**src/fpc_consts.svh**
```systemverilog
// Constants for the flash protect/secured-region host controller.
// Assumes inclusion by the package, the controller and the bench.
`ifndef FPC_CONSTS_SVH
`define FPC_CONSTS_SVH

// ----------------------------------------------------------------
// Register offsets (byte addresses, one aligned word each)
// ----------------------------------------------------------------
`define FPC_OFS_CTRL     8'h00
`define FPC_OFS_ADDR     8'h04
`define FPC_OFS_WDATA    8'h08
`define FPC_OFS_STATUS   8'h0C
`define FPC_OFS_RDATA    8'h10

// ----------------------------------------------------------------
// Control register fields
// ----------------------------------------------------------------
`define FPC_CTRL_GO      0
`define FPC_CTRL_OP_LSB  1
`define FPC_CTRL_OP_MSB  3
`define FPC_CTRL_RSTHV   4
`define FPC_CTRL_WORD    5

// ----------------------------------------------------------------
// Status register fields
// ----------------------------------------------------------------
`define FPC_ST_BUSY      0
`define FPC_ST_DONE      1
`define FPC_ST_LOCKBIT   2

// ----------------------------------------------------------------
// Command sequence values
// ----------------------------------------------------------------
`define FPC_UNLOCK1_ADDR 22'h000555
`define FPC_UNLOCK2_ADDR 22'h0002AA
`define FPC_UNLOCK1_DATA 16'h00AA
`define FPC_UNLOCK2_DATA 16'h0055
`define FPC_CMD_ENTER    16'h0088
`define FPC_CMD_AUTOSEL  16'h0090
`define FPC_CMD_EXIT     16'h0000
`define FPC_CMD_RESET    16'h00F0
`define FPC_CMD_PROG     16'h00A0

// ----------------------------------------------------------------
// Timing: each pin phase lasts long enough to beat the glitch filter
// ----------------------------------------------------------------
`define FPC_CLK_NS       4
`define FPC_GLITCH_NS    5
`define FPC_PHASE_NS     40
`define FPC_PHASE_CYC    ((`FPC_PHASE_NS + `FPC_CLK_NS - 1) / `FPC_CLK_NS)
`define FPC_GLITCH_CYC   ((`FPC_GLITCH_NS + `FPC_CLK_NS - 1) / `FPC_CLK_NS)

`endif

```
**src/fpc_pkg.sv**
```systemverilog
// Types for the flash protect/secured-region host controller.
// Assumes the constants header sits in the same folder.
`include "fpc_consts.svh"
package fpc_pkg;

   // -------------------------------------------------------------
   // Operations the controller can run on the flash
   // -------------------------------------------------------------
   typedef enum logic [2:0] {
      FPC_OP_READ,
      FPC_OP_WRITE,
      FPC_OP_ID_READ,
      FPC_OP_PROT_CHK,
      FPC_OP_ENTER_SEC,
      FPC_OP_EXIT_SEC,
      FPC_OP_RESET_CMD,
      FPC_OP_PROG
   } fpc_op_t;

   // Flash control and address pins driven by the controller.
   typedef struct packed {
      logic        chip_sel_n;
      logic        out_en_n;
      logic        wr_en_n;
      logic        reset_n;
      logic        reset_hv;
      logic        addr_line_nine_hv;
      logic [21:0] addr;
   } fpc_pins_t;

   // AXI4-Lite request bundles.
   typedef struct packed {
      logic [7:0]  addr;
      logic        valid;
   } fpc_ax_t;

endpackage

```
**src/fpc_ctrl.sv**
```systemverilog
// Host controller that drives a parallel flash through its pins.
// Assumes synchronous pin inputs and a software master on AXI4-Lite.
//
// Notes on behaviour
// - ID read: line nine qualifier; select, output enable, lines six, one low.
// - Protect check: line nine qualifier, write enable, line one high; answer 01H/00H.
// - Host locks region by enter sequence then protect algorithm.
// - Host issues exit sequence before touching the rest of the array.
// - Host writes only with select and write enable low, output enable high.
// - Address taken on later falling edge, data on earlier rising edge.
`timescale 1ns/1ps
`include "fpc_consts.svh"

module fpc_ctrl (
   // Clock and reset
   input  wire logic              aclk,
   input  wire logic              aresetn,
   // AXI4-Lite write address, data and response
   input  wire logic [7:0]        s_axi_awaddr,
   input  wire logic              s_axi_awvalid,
   output logic                   s_axi_awready,
   input  wire logic [31:0]       s_axi_wdata,
   input  wire logic [3:0]        s_axi_wstrb,
   input  wire logic              s_axi_wvalid,
   output logic                   s_axi_wready,
   output logic [1:0]             s_axi_bresp,
   output logic                   s_axi_bvalid,
   input  wire logic              s_axi_bready,
   // AXI4-Lite read
   input  wire logic [7:0]        s_axi_araddr,
   input  wire logic              s_axi_arvalid,
   output logic                   s_axi_arready,
   output logic [31:0]            s_axi_rdata,
   output logic [1:0]             s_axi_rresp,
   output logic                   s_axi_rvalid,
   input  wire logic              s_axi_rready,
   // Flash pins
   output fpc_pkg::fpc_pins_t     flash_pins,
   input  wire logic [15:0]       flash_dq_in,
   output logic [15:0]            flash_dq_out,
   output logic                   flash_dq_oe
);
   import fpc_pkg::*;

   // --------------------------------------------------------------
   // Sequencer types and state
   // --------------------------------------------------------------
   typedef enum logic [2:0] {
      FPC_ST_IDLE,
      FPC_ST_SETUP,
      FPC_ST_STROBE,
      FPC_ST_HOLD,
      FPC_ST_NEXT
   } fpc_state_t;

   fpc_state_t   state_r;
   fpc_op_t      op_r;
   logic [21:0]  addr_r;
   logic [15:0]  wdata_r;
   logic [15:0]  rdata_r;
   logic [2:0]   step_r;
   logic [2:0]   nsteps_r;
   logic [7:0]   cnt_r;
   logic         rst_hv_r;
   logic         done_r;
   logic         lockbit_r;
   logic         aw_ok_r;
   logic         w_ok_r;
   logic [7:0]   awaddr_r;
   logic [31:0]  wword_r;
   logic         bvalid_r;
   logic         rvalid_r;
   logic [31:0]  rdata_bus_r;
   fpc_pins_t    pins_r;
   logic         dq_oe_r;
   logic [15:0]  dq_out_r;

   // --------------------------------------------------------------
   // Cycle selection: per step, address, data and read or write
   // --------------------------------------------------------------
   function automatic logic [21:0] step_addr(input fpc_op_t op, input logic [2:0] st,
                                             input logic [21:0] a);
      if (st == 3'h0 || st == 3'h2)
         step_addr = `FPC_UNLOCK1_ADDR;
      else if (st == 3'h1)
         step_addr = `FPC_UNLOCK2_ADDR;
      else
         step_addr = a;
   endfunction

   function automatic logic [15:0] step_data(input fpc_op_t op, input logic [2:0] st,
                                             input logic [15:0] d);
      step_data = d;
      if (st == 3'h0)
         step_data = `FPC_UNLOCK1_DATA;
      else if (st == 3'h1)
         step_data = `FPC_UNLOCK2_DATA;
      else if (st == 3'h2) begin
         unique case (op)
            FPC_OP_ENTER_SEC: step_data = `FPC_CMD_ENTER;
            FPC_OP_PROG:      step_data = `FPC_CMD_PROG;
            default:          step_data = `FPC_CMD_AUTOSEL;
         endcase
      end else if (op == FPC_OP_EXIT_SEC)
         step_data = `FPC_CMD_EXIT;
   endfunction

   // Plain one-cycle operations bypass the unlock prefix.
   wire single_op  = (op_r == FPC_OP_READ) || (op_r == FPC_OP_WRITE) ||
                     (op_r == FPC_OP_ID_READ) || (op_r == FPC_OP_PROT_CHK) ||
                     (op_r == FPC_OP_RESET_CMD);
   wire hv_op      = (op_r == FPC_OP_ID_READ) || (op_r == FPC_OP_PROT_CHK);
   wire is_read    = (op_r == FPC_OP_READ) || hv_op;
   wire [21:0] cyc_addr = single_op ? addr_r : step_addr(op_r, step_r, addr_r);
   wire [15:0] cyc_data = (op_r == FPC_OP_RESET_CMD) ? `FPC_CMD_RESET :
                          single_op ? wdata_r : step_data(op_r, step_r, wdata_r);
   wire phase_end  = (cnt_r == 8'(`FPC_PHASE_CYC - 1));
   wire last_step  = (step_r == nsteps_r);

   // Hardware-mode address: line six low, line one low for ID and high for check.
   wire [21:0] hv_addr = (op_r == FPC_OP_ID_READ) ?
                         {addr_r[21:7], 1'b0, addr_r[5:2], 1'b0, addr_r[0]} :
                         {addr_r[21:16], 9'h000, 1'b0, 4'h0, 1'b1, 1'b0};

   // --------------------------------------------------------------
   // AXI4-Lite slave
   // --------------------------------------------------------------
   wire busy     = (state_r != FPC_ST_IDLE);
   wire wr_fire  = aw_ok_r && w_ok_r && !bvalid_r;
   wire ofs_ctrl = (awaddr_r == `FPC_OFS_CTRL);
   wire go       = wr_fire && ofs_ctrl && wword_r[`FPC_CTRL_GO] && !busy;
   // Operation being written now; op_r only takes it at the same edge as go.
   fpc_op_t go_op;
   assign go_op = fpc_op_t'(wword_r[`FPC_CTRL_OP_MSB:`FPC_CTRL_OP_LSB]);
   wire [31:0] rd_mux =
      (s_axi_araddr == `FPC_OFS_CTRL)   ? {26'h0, 1'b0, rst_hv_r, op_r, 1'b0} :
      (s_axi_araddr == `FPC_OFS_ADDR)   ? {10'h0, addr_r} :
      (s_axi_araddr == `FPC_OFS_WDATA)  ? {16'h0, wdata_r} :
      (s_axi_araddr == `FPC_OFS_STATUS) ? {29'h0, lockbit_r, done_r, busy} :
      (s_axi_araddr == `FPC_OFS_RDATA)  ? {16'h0, rdata_r} : 32'h0;
   wire rd_ok = (s_axi_araddr == `FPC_OFS_CTRL) || (s_axi_araddr == `FPC_OFS_ADDR) ||
                (s_axi_araddr == `FPC_OFS_WDATA) || (s_axi_araddr == `FPC_OFS_STATUS) ||
                (s_axi_araddr == `FPC_OFS_RDATA);
   wire wr_ok = (awaddr_r <= `FPC_OFS_RDATA) && (awaddr_r[1:0] == 2'h0);

   assign s_axi_awready = !aw_ok_r && !bvalid_r;
   assign s_axi_wready  = !w_ok_r && !bvalid_r;
   assign s_axi_bvalid  = bvalid_r;
   assign s_axi_bresp   = 2'h0;
   assign s_axi_arready = !rvalid_r;
   assign s_axi_rvalid  = rvalid_r;
   assign s_axi_rdata   = rdata_bus_r;
   assign s_axi_rresp   = 2'h0;

   // Write channel capture and response.
   always_ff @(posedge aclk) begin
      if (!aresetn) begin
         aw_ok_r  <= 1'b0;
         w_ok_r   <= 1'b0;
         bvalid_r <= 1'b0;
         awaddr_r <= 8'h00;
         wword_r  <= 32'h0;
      end else begin
         if (s_axi_awvalid && s_axi_awready) begin
            aw_ok_r  <= 1'b1;
            awaddr_r <= s_axi_awaddr;
         end
         if (s_axi_wvalid && s_axi_wready) begin
            w_ok_r  <= 1'b1;
            wword_r <= s_axi_wdata;
         end
         if (wr_fire) begin
            aw_ok_r  <= 1'b0;
            w_ok_r   <= 1'b0;
            bvalid_r <= 1'b1;
         end else if (s_axi_bready) begin
            bvalid_r <= 1'b0;
         end
      end
   end

   // Read channel: answer one cycle after the address is taken.
   always_ff @(posedge aclk) begin
      if (!aresetn) begin
         rvalid_r    <= 1'b0;
         rdata_bus_r <= 32'h0;
      end else if (s_axi_arvalid && s_axi_arready) begin
         rvalid_r    <= 1'b1;
         rdata_bus_r <= rd_ok ? rd_mux : 32'h0;
      end else if (s_axi_rready) begin
         rvalid_r <= 1'b0;
      end
   end

   // Software registers; writes are ignored while a sequence runs.
   always_ff @(posedge aclk) begin
      if (!aresetn) begin
         op_r     <= FPC_OP_READ;
         addr_r   <= 22'h0;
         wdata_r  <= 16'h0;
         rst_hv_r <= 1'b0;
      end else if (wr_fire && wr_ok && !busy && s_axi_wstrb != 4'h0) begin
         unique case (awaddr_r)
            `FPC_OFS_CTRL: begin
               op_r     <= fpc_op_t'(wword_r[`FPC_CTRL_OP_MSB:`FPC_CTRL_OP_LSB]);
               rst_hv_r <= wword_r[`FPC_CTRL_RSTHV];
            end
            `FPC_OFS_ADDR:  addr_r  <= wword_r[21:0];
            `FPC_OFS_WDATA: wdata_r <= wword_r[15:0];
            default: ;
         endcase
      end
   end

   // --------------------------------------------------------------
   // Flash bus sequencer: setup, strobe, hold for each bus cycle
   // --------------------------------------------------------------
   always_ff @(posedge aclk) begin
      if (!aresetn) begin
         state_r   <= FPC_ST_IDLE;
         step_r    <= 3'h0;
         nsteps_r  <= 3'h0;
         cnt_r     <= 8'h00;
         done_r    <= 1'b0;
         rdata_r   <= 16'h0;
         lockbit_r <= 1'b0;
      end else begin
         unique case (state_r)
            FPC_ST_IDLE: if (go) begin
               done_r   <= 1'b0;
               step_r   <= 3'h0;
               cnt_r    <= 8'h00;
               // Enter uses three cycles, others with prefix use four.
               nsteps_r <= (go_op == FPC_OP_ENTER_SEC) ? 3'h2 :
                           (go_op == FPC_OP_EXIT_SEC || go_op == FPC_OP_PROG) ? 3'h3 :
                           3'h0;
               state_r  <= FPC_ST_SETUP;
            end
            FPC_ST_SETUP: begin
               cnt_r <= phase_end ? 8'h00 : cnt_r + 8'h01;
               if (phase_end) state_r <= FPC_ST_STROBE;
            end
            FPC_ST_STROBE: begin
               // Strobe held for many cycles, far beyond the glitch filter.
               cnt_r <= phase_end ? 8'h00 : cnt_r + 8'h01;
               if (phase_end && is_read) begin
                  rdata_r   <= flash_dq_in;
                  lockbit_r <= flash_dq_in[7];
               end
               if (phase_end) state_r <= FPC_ST_HOLD;
            end
            FPC_ST_HOLD: begin
               cnt_r <= phase_end ? 8'h00 : cnt_r + 8'h01;
               if (phase_end) state_r <= FPC_ST_NEXT;
            end
            FPC_ST_NEXT: begin
               if (last_step) begin
                  state_r <= FPC_ST_IDLE;
                  done_r  <= 1'b1;
               end else begin
                  step_r  <= step_r + 3'h1;
                  state_r <= FPC_ST_SETUP;
               end
            end
         endcase
      end
   end

   // --------------------------------------------------------------
   // Pin drive: address steady through the strobe, data past it
   // --------------------------------------------------------------
   wire strobe = (state_r == FPC_ST_STROBE);
   always_ff @(posedge aclk) begin
      if (!aresetn) begin
         pins_r   <= '{chip_sel_n: 1'b1, out_en_n: 1'b1, wr_en_n: 1'b1,
                       reset_n: 1'b0, reset_hv: 1'b0, addr_line_nine_hv: 1'b0, addr: 22'h0};
         dq_oe_r  <= 1'b0;
         dq_out_r <= 16'h0;
      end else begin
         pins_r.reset_n  <= 1'b1;
         pins_r.reset_hv <= rst_hv_r;
         pins_r.addr_line_nine_hv <= busy && hv_op;
         pins_r.addr     <= hv_op ? hv_addr : cyc_addr;
         pins_r.chip_sel_n <= !(busy && (state_r != FPC_ST_NEXT));
         // Reads: output enable low; protect check holds write enable high.
         pins_r.out_en_n <= !(strobe && is_read);
         pins_r.wr_en_n  <= !(strobe && !is_read);
         dq_oe_r         <= busy && !is_read && (state_r != FPC_ST_NEXT);
         dq_out_r        <= cyc_data;
      end
   end

   assign flash_pins   = pins_r;
   assign flash_dq_oe  = dq_oe_r;
   assign flash_dq_out = dq_out_r;

endmodule // fpc_ctrl

```
**config.mk**
```make
export PLATFORM = sky130hd
export DESIGN_NAME = fpc_ctrl
export DESIGN_NICKNAME = d
export VERILOG_FILES = /design/src/fpc_pkg.sv /design/src/fpc_ctrl.sv
export VERILOG_INCLUDE_DIRS = /design/src
export SDC_FILE = /design/constraint.sdc
export NUM_CORES = 1
export LEC_CHECK = 0
export BUFFER_PORTS_ARGS = -buffer_cell sky130_fd_sc_hd__buf_2
export CAP_MARGIN = 20
export CELL_PAD_IN_SITES_DETAIL_PLACEMENT = 0
export CELL_PAD_IN_SITES_GLOBAL_PLACEMENT = 2
export CORE_MARGIN = 5
export CORE_UTILIZATION = 35
export DETAILED_ROUTE_END_ITERATION = 8
export HOLD_SLACK_MARGIN = 0.06
export PLACE_DENSITY_LB_ADDON = 0.1
export SLEW_MARGIN = 20
export SYNTH_ARGS = -nofsm -noshare
export SYNTH_HDL_FRONTEND = slang
export SYNTH_SLANG_ARGS = --single-unit
```
**constraint.sdc**
```tcl
create_clock -name aclk -period 3.3 [get_ports aclk]
set_input_delay 0.33 -clock aclk [delete_from_list [all_inputs] [get_ports aclk]]
set_output_delay 0.33 -clock aclk [all_outputs]
set_load 0.02 [all_outputs]
```
# == Yosys cells after proc, flatten, opt, wreduce, memory -nomap -nowiden ==
# Index checks and enable logic that the tools add are counted.
# Widths: inputs -> output; s select.
# totals
ff_bits,188
input_bits,75
output_inout_bits,86
elab_cells,169
# op_classes
addsub,2
magnitude_cmp,1
eq_ne,31
n_mux,40
n_bitwise,1
n_reduce_logical,66
# op_table
cell,n
$mux 22,7
$mux 16,9
$eq 8x4->1 const B,4
$mux 25,1
$eq 3x3->1 const B,8
$mux 8,3
$logic_and 1x1->1,21
$mux 3,6
$eq 8x3->1 const B,2
$logic_not 8->1,2
$pmux 8 s2,1
$eq 3x2->1 const B,5
$pmux 3 s5,1
$logic_or 1x1->1,12
$ne 2x2->1 const B,6
$pmux 6 s2,1
$reduce_and 2->1,6
$eq 3x1->1 const B,3
$logic_not 1->1,9
$logic_not 3->1,3
$add 8x1->8 const B,1
$eq 8x5->1 const B,1
$le 8x5->1 const B,1
$reduce_bool 2->1,4
15 further kinds,24

# == Depth between registers and ports, before layout ==
# Gate-level depths: netlist of run 1.
# depth
ltp_word,8
depth_mapped,8
mapped_depth_nobuf,6

# == Worst setup path after synthesis of run 1 ==
# No wires, ideal clock.
# synth_path
path_kind,input-to-reg
start,input port s_axi_araddr[0]
end,register rdata_bus_r[11] (netlist: s_axi_rdata[11])
setup_ps,117
arrival_time_ps,1888
required_ps,3183
slack_ps,1295
path_stages,6
n_path_buf,2
path_cell_list,or4_1 -> buf_2 -> nor4_4 -> buf_2 -> nand2b_1 -> a32o_1
# synth_via
elab_chain_cells,7
elab_cells_between_ends,15
cone_classes,4 x eq/ne; 6 x mux; 5 x reduce/logical
# synth_rtl
element,line,rtl
"start, declared",fpc_ctrl.sv:30,"input wire logic [7:0] s_axi_araddr,"
$eq 8x5->1 (no line),--,
$mux 16,fpc_ctrl.sv:140,"(s_axi_araddr == `FPC_OFS_RDATA) ? {16'h0, rdata_r} : 32'h0;"
$mux 16,fpc_ctrl.sv:139,"(s_axi_araddr == `FPC_OFS_STATUS) ? {29'h0, lockbit_r, done_r, busy} :"
$mux 16,fpc_ctrl.sv:138,"(s_axi_araddr == `FPC_OFS_WDATA) ? {16'h0, wdata_r} :"
$mux 22,fpc_ctrl.sv:137,"(s_axi_araddr == `FPC_OFS_ADDR) ? {10'h0, addr_r} :"
$mux 22,fpc_ctrl.sv:136,"(s_axi_araddr == `FPC_OFS_CTRL) ? {26'h0, 1'b0, rst_hv_r, op_r, 1'b0} :"
$mux 22 (*),fpc_ctrl.sv:189,rdata_bus_r <= rd_ok ? rd_mux : 32'h0;
"end signal, assigned",fpc_ctrl.sv:189,
"end, declared",fpc_ctrl.sv:73,logic [31:0] rdata_bus_r;
# Every way passes the cells marked *; elsewhere a longest branch is shown, timed or not.
# A chain may end at the register's enable or synchronous reset.

# == Worst setup path in the final report of run 1 ==
# layout_path
start,register cnt_r[0]
end,register state_r[0]
# layout_via
elab_chain_cells,3
elab_cells_between_ends,5
cone_classes,4 x eq/ne; 1 x reduce/logical
# layout_rtl
element,line,rtl
"start, declared",fpc_ctrl.sv:63,logic [7:0] cnt_r;
"start signal, assigned",fpc_ctrl.sv:240,cnt_r <= phase_end ? 8'h00 : cnt_r + 8'h01;
"start signal, assigned",fpc_ctrl.sv:245,cnt_r <= phase_end ? 8'h00 : cnt_r + 8'h01;
"start signal, assigned",fpc_ctrl.sv:253,cnt_r <= phase_end ? 8'h00 : cnt_r + 8'h01;
$eq 8x4->1 (*),fpc_ctrl.sv:117,wire phase_end = (cnt_r == 8'(`FPC_PHASE_CYC - 1));
$ne 2x2->1 (no line),--,
$reduce_and 4->1 (no line) (*),--,
"end signal, assigned",fpc_ctrl.sv:220,state_r <= FPC_ST_IDLE;
"end signal, assigned",fpc_ctrl.sv:237,state_r <= FPC_ST_SETUP;
"end signal, assigned",fpc_ctrl.sv:241,if (phase_end) state_r <= FPC_ST_STROBE;
"end, declared",fpc_ctrl.sv:56,fpc_state_t state_r;
# Marked as above.

==> results of run 1 <==
layout make-up:
type	count	area, µm²
flip-flops and latches	176	3523
well taps	275	344.1
multi-input cells	596	3507
repair buffers	146	758.2
clock inverters	13	167.7
clock buffers	19	452.9
inverters	20	75.07
fillers	2163	12060
critical path, delay by kind of cell (launching register included):
family	cells	cell delay, ps
and+or+nand+nor	1	570
DFF	1	440
AOI/OAI and AO/OA	3	1100
adders and majority gates	1	180
per-stage QoR:
step	setup slack (ps)	total power, mW	util [%]
after floorplan	1295	2.401	-
after global placement	973.9	2.497	39.25
after detailed placement	923.3	2.500	39.25
after CTS	911.1	4.615	42.26
after global routing	581.4	4.745	42.26
final	941.5	4.555	42.26
how the worst max path moves through the flow:
stage               slack, ps             startpoint  depth (start not counted)                           end
floorplan                1290        s_axi_araddr[0]                          6  s_axi_rdata[11]$_SDFFE_PN0P_
global placement          970  cnt_r[0]$_SDFFE_PN0P_                          5       state_r[0]$_SDFFE_PN0P_
detailed placement        920  cnt_r[0]$_SDFFE_PN0P_                          5       state_r[0]$_SDFFE_PN0P_
CTS                       910  cnt_r[0]$_SDFFE_PN0P_                          5       state_r[0]$_SDFFE_PN0P_
global route              580  cnt_r[0]$_SDFFE_PN0P_                          5       state_r[0]$_SDFFE_PN0P_
finish                    940  cnt_r[0]$_SDFFE_PN0P_                          5       state_r[0]$_SDFFE_PN0P_
state kept, by name, indices dropped and copies added (netlist names), 2 cells and up:
name          cells
s_axi_rdata      22
addr_r           22
wword_r          22
flash_dq_out     16
op_r              3
flash_pins       28
wdata_r          16
cnt_r             8
nsteps_r          2
step_r            3
rdata_r          16
state_r           3
awaddr_r          8
cell families (layout without fill, tap and decap cells):
logic type      after synthesis  count (layout)  share of synthesized area (%)
buf+inv                      89             198                          5.536
other cells                   1              14                        0.05074
simple gates                316             316                          20.99
xor+xnor                      4               4                         0.4740
fa+ha+maj                     8               8                          1.287
mux                          46              46                          6.230
compound gates              208             208                          17.76
flops                       176             176                          47.67
timing repair:
item	4_1_cts	5_1_grt
hold buffers	1	0
endpoints found under the hold margin	1	0
gates resized for setup	0	0
cell usage in the layout (no fill, tap or decap), drive strengths merged, types with 5 or more instances in the layout:
cell type,Yosys,layout
nand4,8,8
a31oi,6,6
nand2b,18,18
ha,6,6
dfxtp,176,176
inv,20,28
a21oi,80,80
a21o,5,5
mux2i,46,46
a32o,13,13
a2bb2oi,6,6
nand3,32,32
nor2b,13,13
clkbuf,42,19
nand2,170,170
o21ai,49,49
conb,1,14
and3,7,7
buf,27,145
and2,23,23
a21boi,12,12
nor2,19,19
report_power, final:
group | internal, mW | leakage [nW] | total, mW | switching (mW)
combinational | 0.0855 | 2.02 | 0.271 | 0.186
sequential | 2.15 | 1.42 | 2.18 | 0.0225
clock | 1.19 | 0.303 | 2.11 | 0.918
routing by layer:
layer / track usage, % / part of all wire [%]
met1: 24.25 / 47
met5: 0 / 0
met2: 29.05 / 47
met4: 4.710 / 1.3
met3: 2.976 / 4.5
==> out/metrics.yaml, run 1 <==
outcome:
  status: "completed"
power:
  ir_worst_vdd_mv: 0.2845
  p_leak_nw: 3.741
  cellPowerDensity_mw_per_mm2: 515.9
yosys:
  yosys_register_bits: 176
  synthTopCellsByArea: "dfxtp_1, nand2_1, mux2i_1"
  synth_flop_cell: "dfxtp_1"
  yosys.area.top_type: "dfxtp_1"
  avgSynthCellArea_um2: 8.716
  syn_inst: 848
  synthDominantCellAreaShare_pct: 47.67
  synth_edf_count: 0
  yosysMostFrequentCell: "dfxtp_1"
  ys_types: 62
  syn_area_mm2: 0.007391
  synthArstFlopShare_pct: 0
  yosysWarnings: 0
  yosysSeqAreaShare_pct: 47.67
  synthTopCellsByCount: "dfxtp_1, nand2_1, a21oi_1"
routing:
  drt_iter0_markers: 360
  ant_nets: 0
  vias_per_cell: 5.019
  drtPass1Iterations: 4
  vias: 6249
  wirelength_mm: 21.35
  post_drt_wl_per_cell_um: 17.15
  drc: 0
place:
  port_buffers: 136
  place_area_mm2: 0.008198
  hpwl_mm: 15.62
  dp.cells: 1212
  gp_congestion: 0.8167
timing:
  holdWs_ps: 85.20
  worst_pin_slew_ps: 988.0
  grt_setup_unrepaired: "false"
  finalHoldViolCount: 0
  slew_headroom_pct: 34.13
  setup_violations: 0
  max_freq_mhz: 424.0
  tns_ps: 0
  period_share_pct: 71.47
  drv_slew: 0
  fin_skew_ps: 13.19
  fin_crit_ps: 2358
critical_path:
  cp-start-kind: "register"
  regToRegStartpoint: "cnt_r[0]$_SDFFE_PN0P_"
  cp_common_cell: "a21oi_1"
  r2r-end: "state_r[0]$_SDFFE_PN0P_"
  required_ps: 3650
  crit_type: "reg -> reg"
  crit_chain: "ha_1, nor4b_1, a21oi_1, a2111o_1, a21oi_1"
  cp_slowest_cell: "nor4b_1"
  critical_path.endpoint_type: "register"
  r2r_cells: 5
  slowest_delay_ps: 570
  critPathMaxFanout: 13
  worst-r2r-setup-slack_ps: 940
  arrival_ps: 2710
global_route:
  gr-total-overflow: 0
  grt_usage_pct: 17.70
  grt_pass1_wl_mm: 33.82
  grt_pass1_vias: 6137
  grt_max_degree: 83
  antenna_found_initial: 0
worst_hold_path:
  hp-class: "in -> reg"
  min-delay-start: "s_axi_rready"
  hold_path_end: "s_axi_rvalid$_SDFFE_PN0P_"
  min_path_cells: 2
clock_network:
  path_clk_slew_ps: 70
  postCtsSetupRepairBufs: 0
  cts_htree_levels: 4
  numCtsBuffers: 17
  cts_buffer_depth: 2
  clkLatencyLatePin_ps: 430
  cts_tree: "yes"
  cts.sinks: 176
  clockRootBuffer: "clkbuf_16"
floorplanning:
  die_w_um: 155.3
  dieArea_mm2: 0.02412
  ioPinCount: 161
  start_util_pct: 35.38
  die_h_um: 155.3
  rows: 53
  core_area_mm2: 0.02089
cells_and_area:
  nNetsFinal: 1038
  drive_above_1_share_pct: 19.28
  diodes: 0
  fin_area_mm2: 0.008828
  fin_cells: 1245
  synthToLayoutAreaGrowth_pct: 19.45
job:
  drv_cap: 0
(Power assumes the default switching activity.)
==> inputs of run 2 (changes only) <==
CORE_UTILIZATION = 29   (was 35)
clock period = 2 ns   (was 3.3 ns; I/O delays follow)
==> out/metrics.yaml, run 2 (synthesis results as in run 1) <==
cells_and_area:
  synthToLayoutAreaGrowth_pct: 31.01
  fin_cells: 1388  # +11%
  drive_above_1_share_pct: 21.64  # +2.4 points
  nNetsFinal: 1126  # +8.5%
  layout_commonest_cell: "dfxtp_1"
  largest_reg_flops: 28  # unchanged
  final_cell_mix: "dfxtp_1, nand2_1, buf_2, a21oi_1"
  diodes: 0  # unchanged
place:
  hpwl_mm: 17.51  # +12%
  dp_slack_ps: 18.00  # -905.3 ps
  port_buffers: 136  # unchanged
  gp_congestion: 0.7750  # -5.1%
  dp.cells: 1307  # +7.8%
clock_network:
  clockRootBuffer: "clkbuf_16"
  path_clk_slew_ps: 70  # about the same
  clkLatencyLatePin_ps: 430  # about the same
  cts.sinks: 176  # unchanged
  numCtsBuffers: 17  # unchanged
  cts_htree_levels: 4  # unchanged
  cts_tree: "yes"
  cts_buffer_depth: 2  # unchanged
  postCtsSetupRepairBufs: 0  # unchanged
routing:
  drc: 0  # unchanged
  ant_nets: 0  # unchanged
  drtPass1Iterations: 4  # unchanged
  post_drt_wl_per_cell_um: 16.88  # -1.6%
  vias: 6515  # +4.3%
  vias_per_cell: 4.694  # -6.5%
  drt_iter0_markers: 341  # -5.3%
  wirelength_mm: 23.43  # +9.7%
timing:
  max_freq_mhz: 538.6  # +27%
  drv_slew: 0  # unchanged
  period_share_pct: 92.83  # +21 points
  tns_ps: 0  # unchanged
  fin_crit_ps: 1857  # -501.9 ps
  fin_skew_ps: 7.506  # -5.689 ps
  grt_setup_unrepaired: "false"
  holdWs_ps: 163.1  # +77.91 ps
  finalHoldViolCount: 0  # unchanged
  setup_violations: 0  # unchanged
  worst_slack_ps: 143.5  # -798.1 ps
global_route:
  grt_usage_pct: 16.44  # -1.3 points
  grt_pass1_vias: 6561  # +6.9%
  antenna_found_initial: 0  # unchanged
  grt_pass1_wl_mm: 37.04  # +9.5%
  grt_max_degree: 57  # -31%
  gr-total-overflow: 0  # unchanged
critical_path:
  arrival_ps: 2200  # -510 ps
  critical_path.endpoint_type: "register"
  cp-start-kind: "register"
  crit_type: "reg -> reg"
  required_ps: 2340  # -1310 ps
  critPathMaxFanout: 7  # -6
floorplanning:
  start_util_pct: 29.43  # -5.9 points
  die_w_um: 169.6  # +9.2%
  rows: 58  # +9.4%
  dieArea_mm2: 0.02878  # +19%
  ioPinCount: 161  # unchanged
  die_h_um: 169.6  # +9.2%
  core_area_mm2: 0.02511  # +20%
job:
  drv_cap: 0  # unchanged
power:
  p_leak_nw: 4.137  # +11%
  cellPowerDensity_mw_per_mm2: 761.2  # +48%
  ir_worst_vdd_mv: 0.4156  # +46%
worst_hold_path:
  hp-class: "in -> reg"
outcome:
  status: "completed"
-- run 2: metal layers --
| layer | vias to the layer above | track usage (%) | wire length [µm] |
|---|---|---|---|
| met4 | 0 | 3.955 | 277 |
| met1 | 3059 | 22.44 | 11140 |
| met3 | 14 | 2.982 | 933 |
| met5 | - | 0 | 0 |
| li1 | 3321 | - | - |
| met2 | 121 | 27.07 | 11080 |
-- run 2: where the power goes --
group	switching, mW	internal [mW]	total (mW)
combinational	0.336	0.237	0.573
clock	1.57	1.64	3.21
sequential	0.0366	3.55	3.59
-- run 2: timing repair --
| item | CTS | global route |
|---|---|---|
| hold endpoints to repair | 48 | 0 |
| setup endpoints to repair | 0 | 22 |
| hold buffers | 49 | 0 |
| gates resized for setup | 0 | 3 |
-- run 2: cell type report --
| cell class | count | area [µm²] |
|---|---|---|
| Fill cell | 2680 | 15430 |
| Sequential cell | 176 | 3525 |
| Multi-Input combinational cell | 596 | 3515 |
| Timing Repair Buffer | 234 | 1602 |
| Clock buffer | 18 | 429.2 |
| Tap cell | 330 | 412.9 |
| Clock inverter | 14 | 125.1 |
| Inverter | 20 | 75.07 |
-- run 2: final timing paths --
path | cells past startpoint | from | endpoint | slack, ps
min | 2 | aresetn | flash_pins[24]$_DFF_P_ | 160
max reg2reg | 6 | step_r[0]$_SDFFE_PN0P_ | flash_dq_out[6]$_SDFF_PN0_ | 140
min reg2reg | 2 | s_axi_rdata[19]$_SDFFE_PN0P_ | s_axi_rdata[19]$_SDFFE_PN0P_ | 450
max | 6 | step_r[0]$_SDFFE_PN0P_ | flash_dq_out[6]$_SDFF_PN0_ | 140
-- run 2: metrics by stage --
| stage | instance area [µm²] | util (%) | power, mW |
|---|---|---|---|
| after global routing | 9683 | 38.56 | 7.703 |
| final | 9683 | 38.56 | 7.371 |
| after CTS | 9674 | 38.53 | 7.475 |
| after detailed placement | 8630 | 34.37 | 4.178 |
| after floorplan | 7440 | - | 3.961 |
| after global placement | 8630 | 34.37 | 4.178 |
-- run 2: worst max-delay path, stage by stage, from the launching register on --
cell and delay (ps):
dfxtp_2 370, inv_1 90, ha_2 240, nor2b_1 160
maj3_1 390, a311o_1 310, a21oi_1 220
==> inputs of run 3 (changes only) <==
CORE_UTILIZATION = 32   (was 29)
HOLD_SLACK_MARGIN = unset   (was 0.06)
clock period = 1.9 ns   (was 2 ns; I/O delays follow)
==> out/metrics.yaml, run 3 (synthesis results as in run 1) <==
outcome:
  status: "completed"
routing:
  ant_nets: 0  # unchanged
  vias: 6462  # -0.81%
  wirelength_mm: 22.66  # -3.3%
  drtPass1Iterations: 4  # unchanged
  drt_iter0_markers: 325  # -4.7%
  vias_per_cell: 4.888  # +4.1%
  post_drt_wl_per_cell_um: 17.14  # +1.6%
  drc: 0  # unchanged
global_route:
  grt_max_degree: 55  # -3.5%
  gr-total-overflow: 0  # unchanged
  grt_pass1_wl_mm: 35.05  # -5.4%
  grt_pass1_vias: 6413  # -2.3%
  grt_usage_pct: 16.95  # +0.51 points
  antenna_found_initial: 0  # unchanged
floorplanning:
  core_area_mm2: 0.02271  # -9.6%
  die_w_um: 162.0  # -4.5%
  ioPinCount: 161  # unchanged
  dieArea_mm2: 0.02624  # -8.8%
  die_h_um: 162.0  # -4.5%
  start_util_pct: 32.55  # +3.1 points
  rows: 55  # -5.2%
critical_path:
  crit_type: "reg -> reg"
  critical_path.endpoint_type: "register"
  cp-start-kind: "register"
  required_ps: 2200  # -140 ps
  arrival_ps: 2090  # -110 ps
  critPathMaxFanout: 4  # -3
power:
  cellPowerDensity_mw_per_mm2: 836.5  # +9.9%
  p_leak_nw: 4.064  # -1.8%
  ir_worst_vdd_mv: 0.3873  # -6.8%
clock_network:
  cts_tree: "yes"
  cts_htree_levels: 4  # unchanged
  postCtsSetupRepairBufs: 0  # unchanged
  cts.sinks: 176  # unchanged
  clkLatencyLatePin_ps: 430  # about the same
  cts_buffer_depth: 2  # unchanged
  numCtsBuffers: 17  # unchanged
  clockRootBuffer: "clkbuf_16"
  path_clk_slew_ps: 70  # about the same
timing:
  finalHoldViolCount: 0  # unchanged
  drv_slew: 0  # unchanged
  setup_violations: 0  # unchanged
  fin_crit_ps: 1784  # -72.95 ps
  max_freq_mhz: 560.7  # +4.1%
  slew_headroom_pct: 51.78
  worst_pin_slew_ps: 721.9
  grt_setup_unrepaired: "false"
  tns_ps: 0  # unchanged
  fin_skew_ps: 17.92  # +10.41 ps
  period_share_pct: 93.87  # +1.0 points
cells_and_area:
  drive_above_1_share_pct: 22.66  # +1.0 points
  nNetsFinal: 1105  # -1.9%
  synthToLayoutAreaGrowth_pct: 27.59
  largest_reg_flops: 28  # unchanged
  fin_area_mm2: 0.009430  # -2.6%
  diodes: 0  # unchanged
  multi_input_area_mm2: 0.003523  # +0.25%
  seq_area_mm2: 0.003525  # unchanged
  fill_cells: 2342  # -13%
  layout_commonest_cell: "dfxtp_1"
  final_cell_mix: "dfxtp_1, nand2_1, buf_2, a21oi_1, buf_4"
place:
  gp_congestion: 0.8417  # +8.6%
  place_area_mm2: 0.008578  # -0.59%
  port_buffers: 136  # unchanged
  hpwl_mm: 17.09  # -2.4%
job:
  drv_cap: 0  # unchanged
worst_hold_path:
  hp-class: "in -> reg"
## run 3: cell count changes in the layout (fill, tap and decap cells not counted), moves of 2 or more
cell | previous run | this run
buf_12 | 5 | 3
buf_4 | 44 | 50
bufinv_16 | 0 | 2
clkinv_4 | 2 | 4
dlygate4sd3_1 | 49 | 24
inv_8 | 4 | 1
## run 3: timing repair
item | 4_1_cts | 5_1_grt
resized for setup | 0 | 6
setup endpoints to repair | 0 | 26
hold buffers | 24 | 0
endpoints found under the hold margin | 24 | 0
## run 3: path summary, 6_finish.rpt
path / start / to / slack, ps / cells past startpoint
hold reg to reg: s_axi_rdata[21]$_SDFFE_PN0P_ / s_axi_rdata[21]$_SDFFE_PN0P_ / 460 / 2
setup reg to reg: state_r[2]$_SDFFE_PN0P_ / rst_hv_r$_SDFFE_PN0P_ / 120 / 5
setup / recovery: state_r[2]$_SDFFE_PN0P_ / rst_hv_r$_SDFFE_PN0P_ / 120 / 5
hold / removal: s_axi_awaddr[0] / awaddr_r[0]$_SDFFE_PN0P_ / 20 / 3
## run 3: critical path, stage by stage, from the launching register on
cell	delay (ps)
dfxtp_1	310
or3_4	440
nor4_4	290
buf_4	190
nand3_1	240
mux2i_1	190
## run 3: per-layer routing
metal	wire length, µm	track usage, %	share of wire, %
met5	0	0	0
met4	247	3.998	1.1
met3	988	3.451	4.4
met2	10890	28.67	48
met1	10540	22.36	46
## run 3: area by class of cell
cell class | count | share of cell area, %
Clock inverter | 12 | 1.566
Inverter | 20 | 0.7961
Sequential cell | 176 | 37.38
Tap cell | 285 | 3.781
Clock buffer | 20 | 4.737
Multi-Input combinational cell | 596 | 37.36
Timing Repair Buffer | 213 | 14.38
## run 3: report_power, final
part | internal (mW) | switching (mW)
clock | 2.01 | 1.55
combinational | 0.212 | 0.344
sequential | 3.74 | 0.0387
total | 5.96 | 1.93
## run 3: metrics by stage
step,worst slack [ps],util [%],power (mW),cells,hold WS (ps)
after detailed placement,-16.17,37.77,4.388,1266,388.1
after global routing,0.01354,41.53,8.187,1322,16.66
final,116.4,41.53,7.888,1322,18.67
after CTS,11.99,41.45,7.978,1322,0.1250
after floorplan,20.25,-,4.169,861,217.7
after global placement,34.24,37.77,4.380,1266,378.6
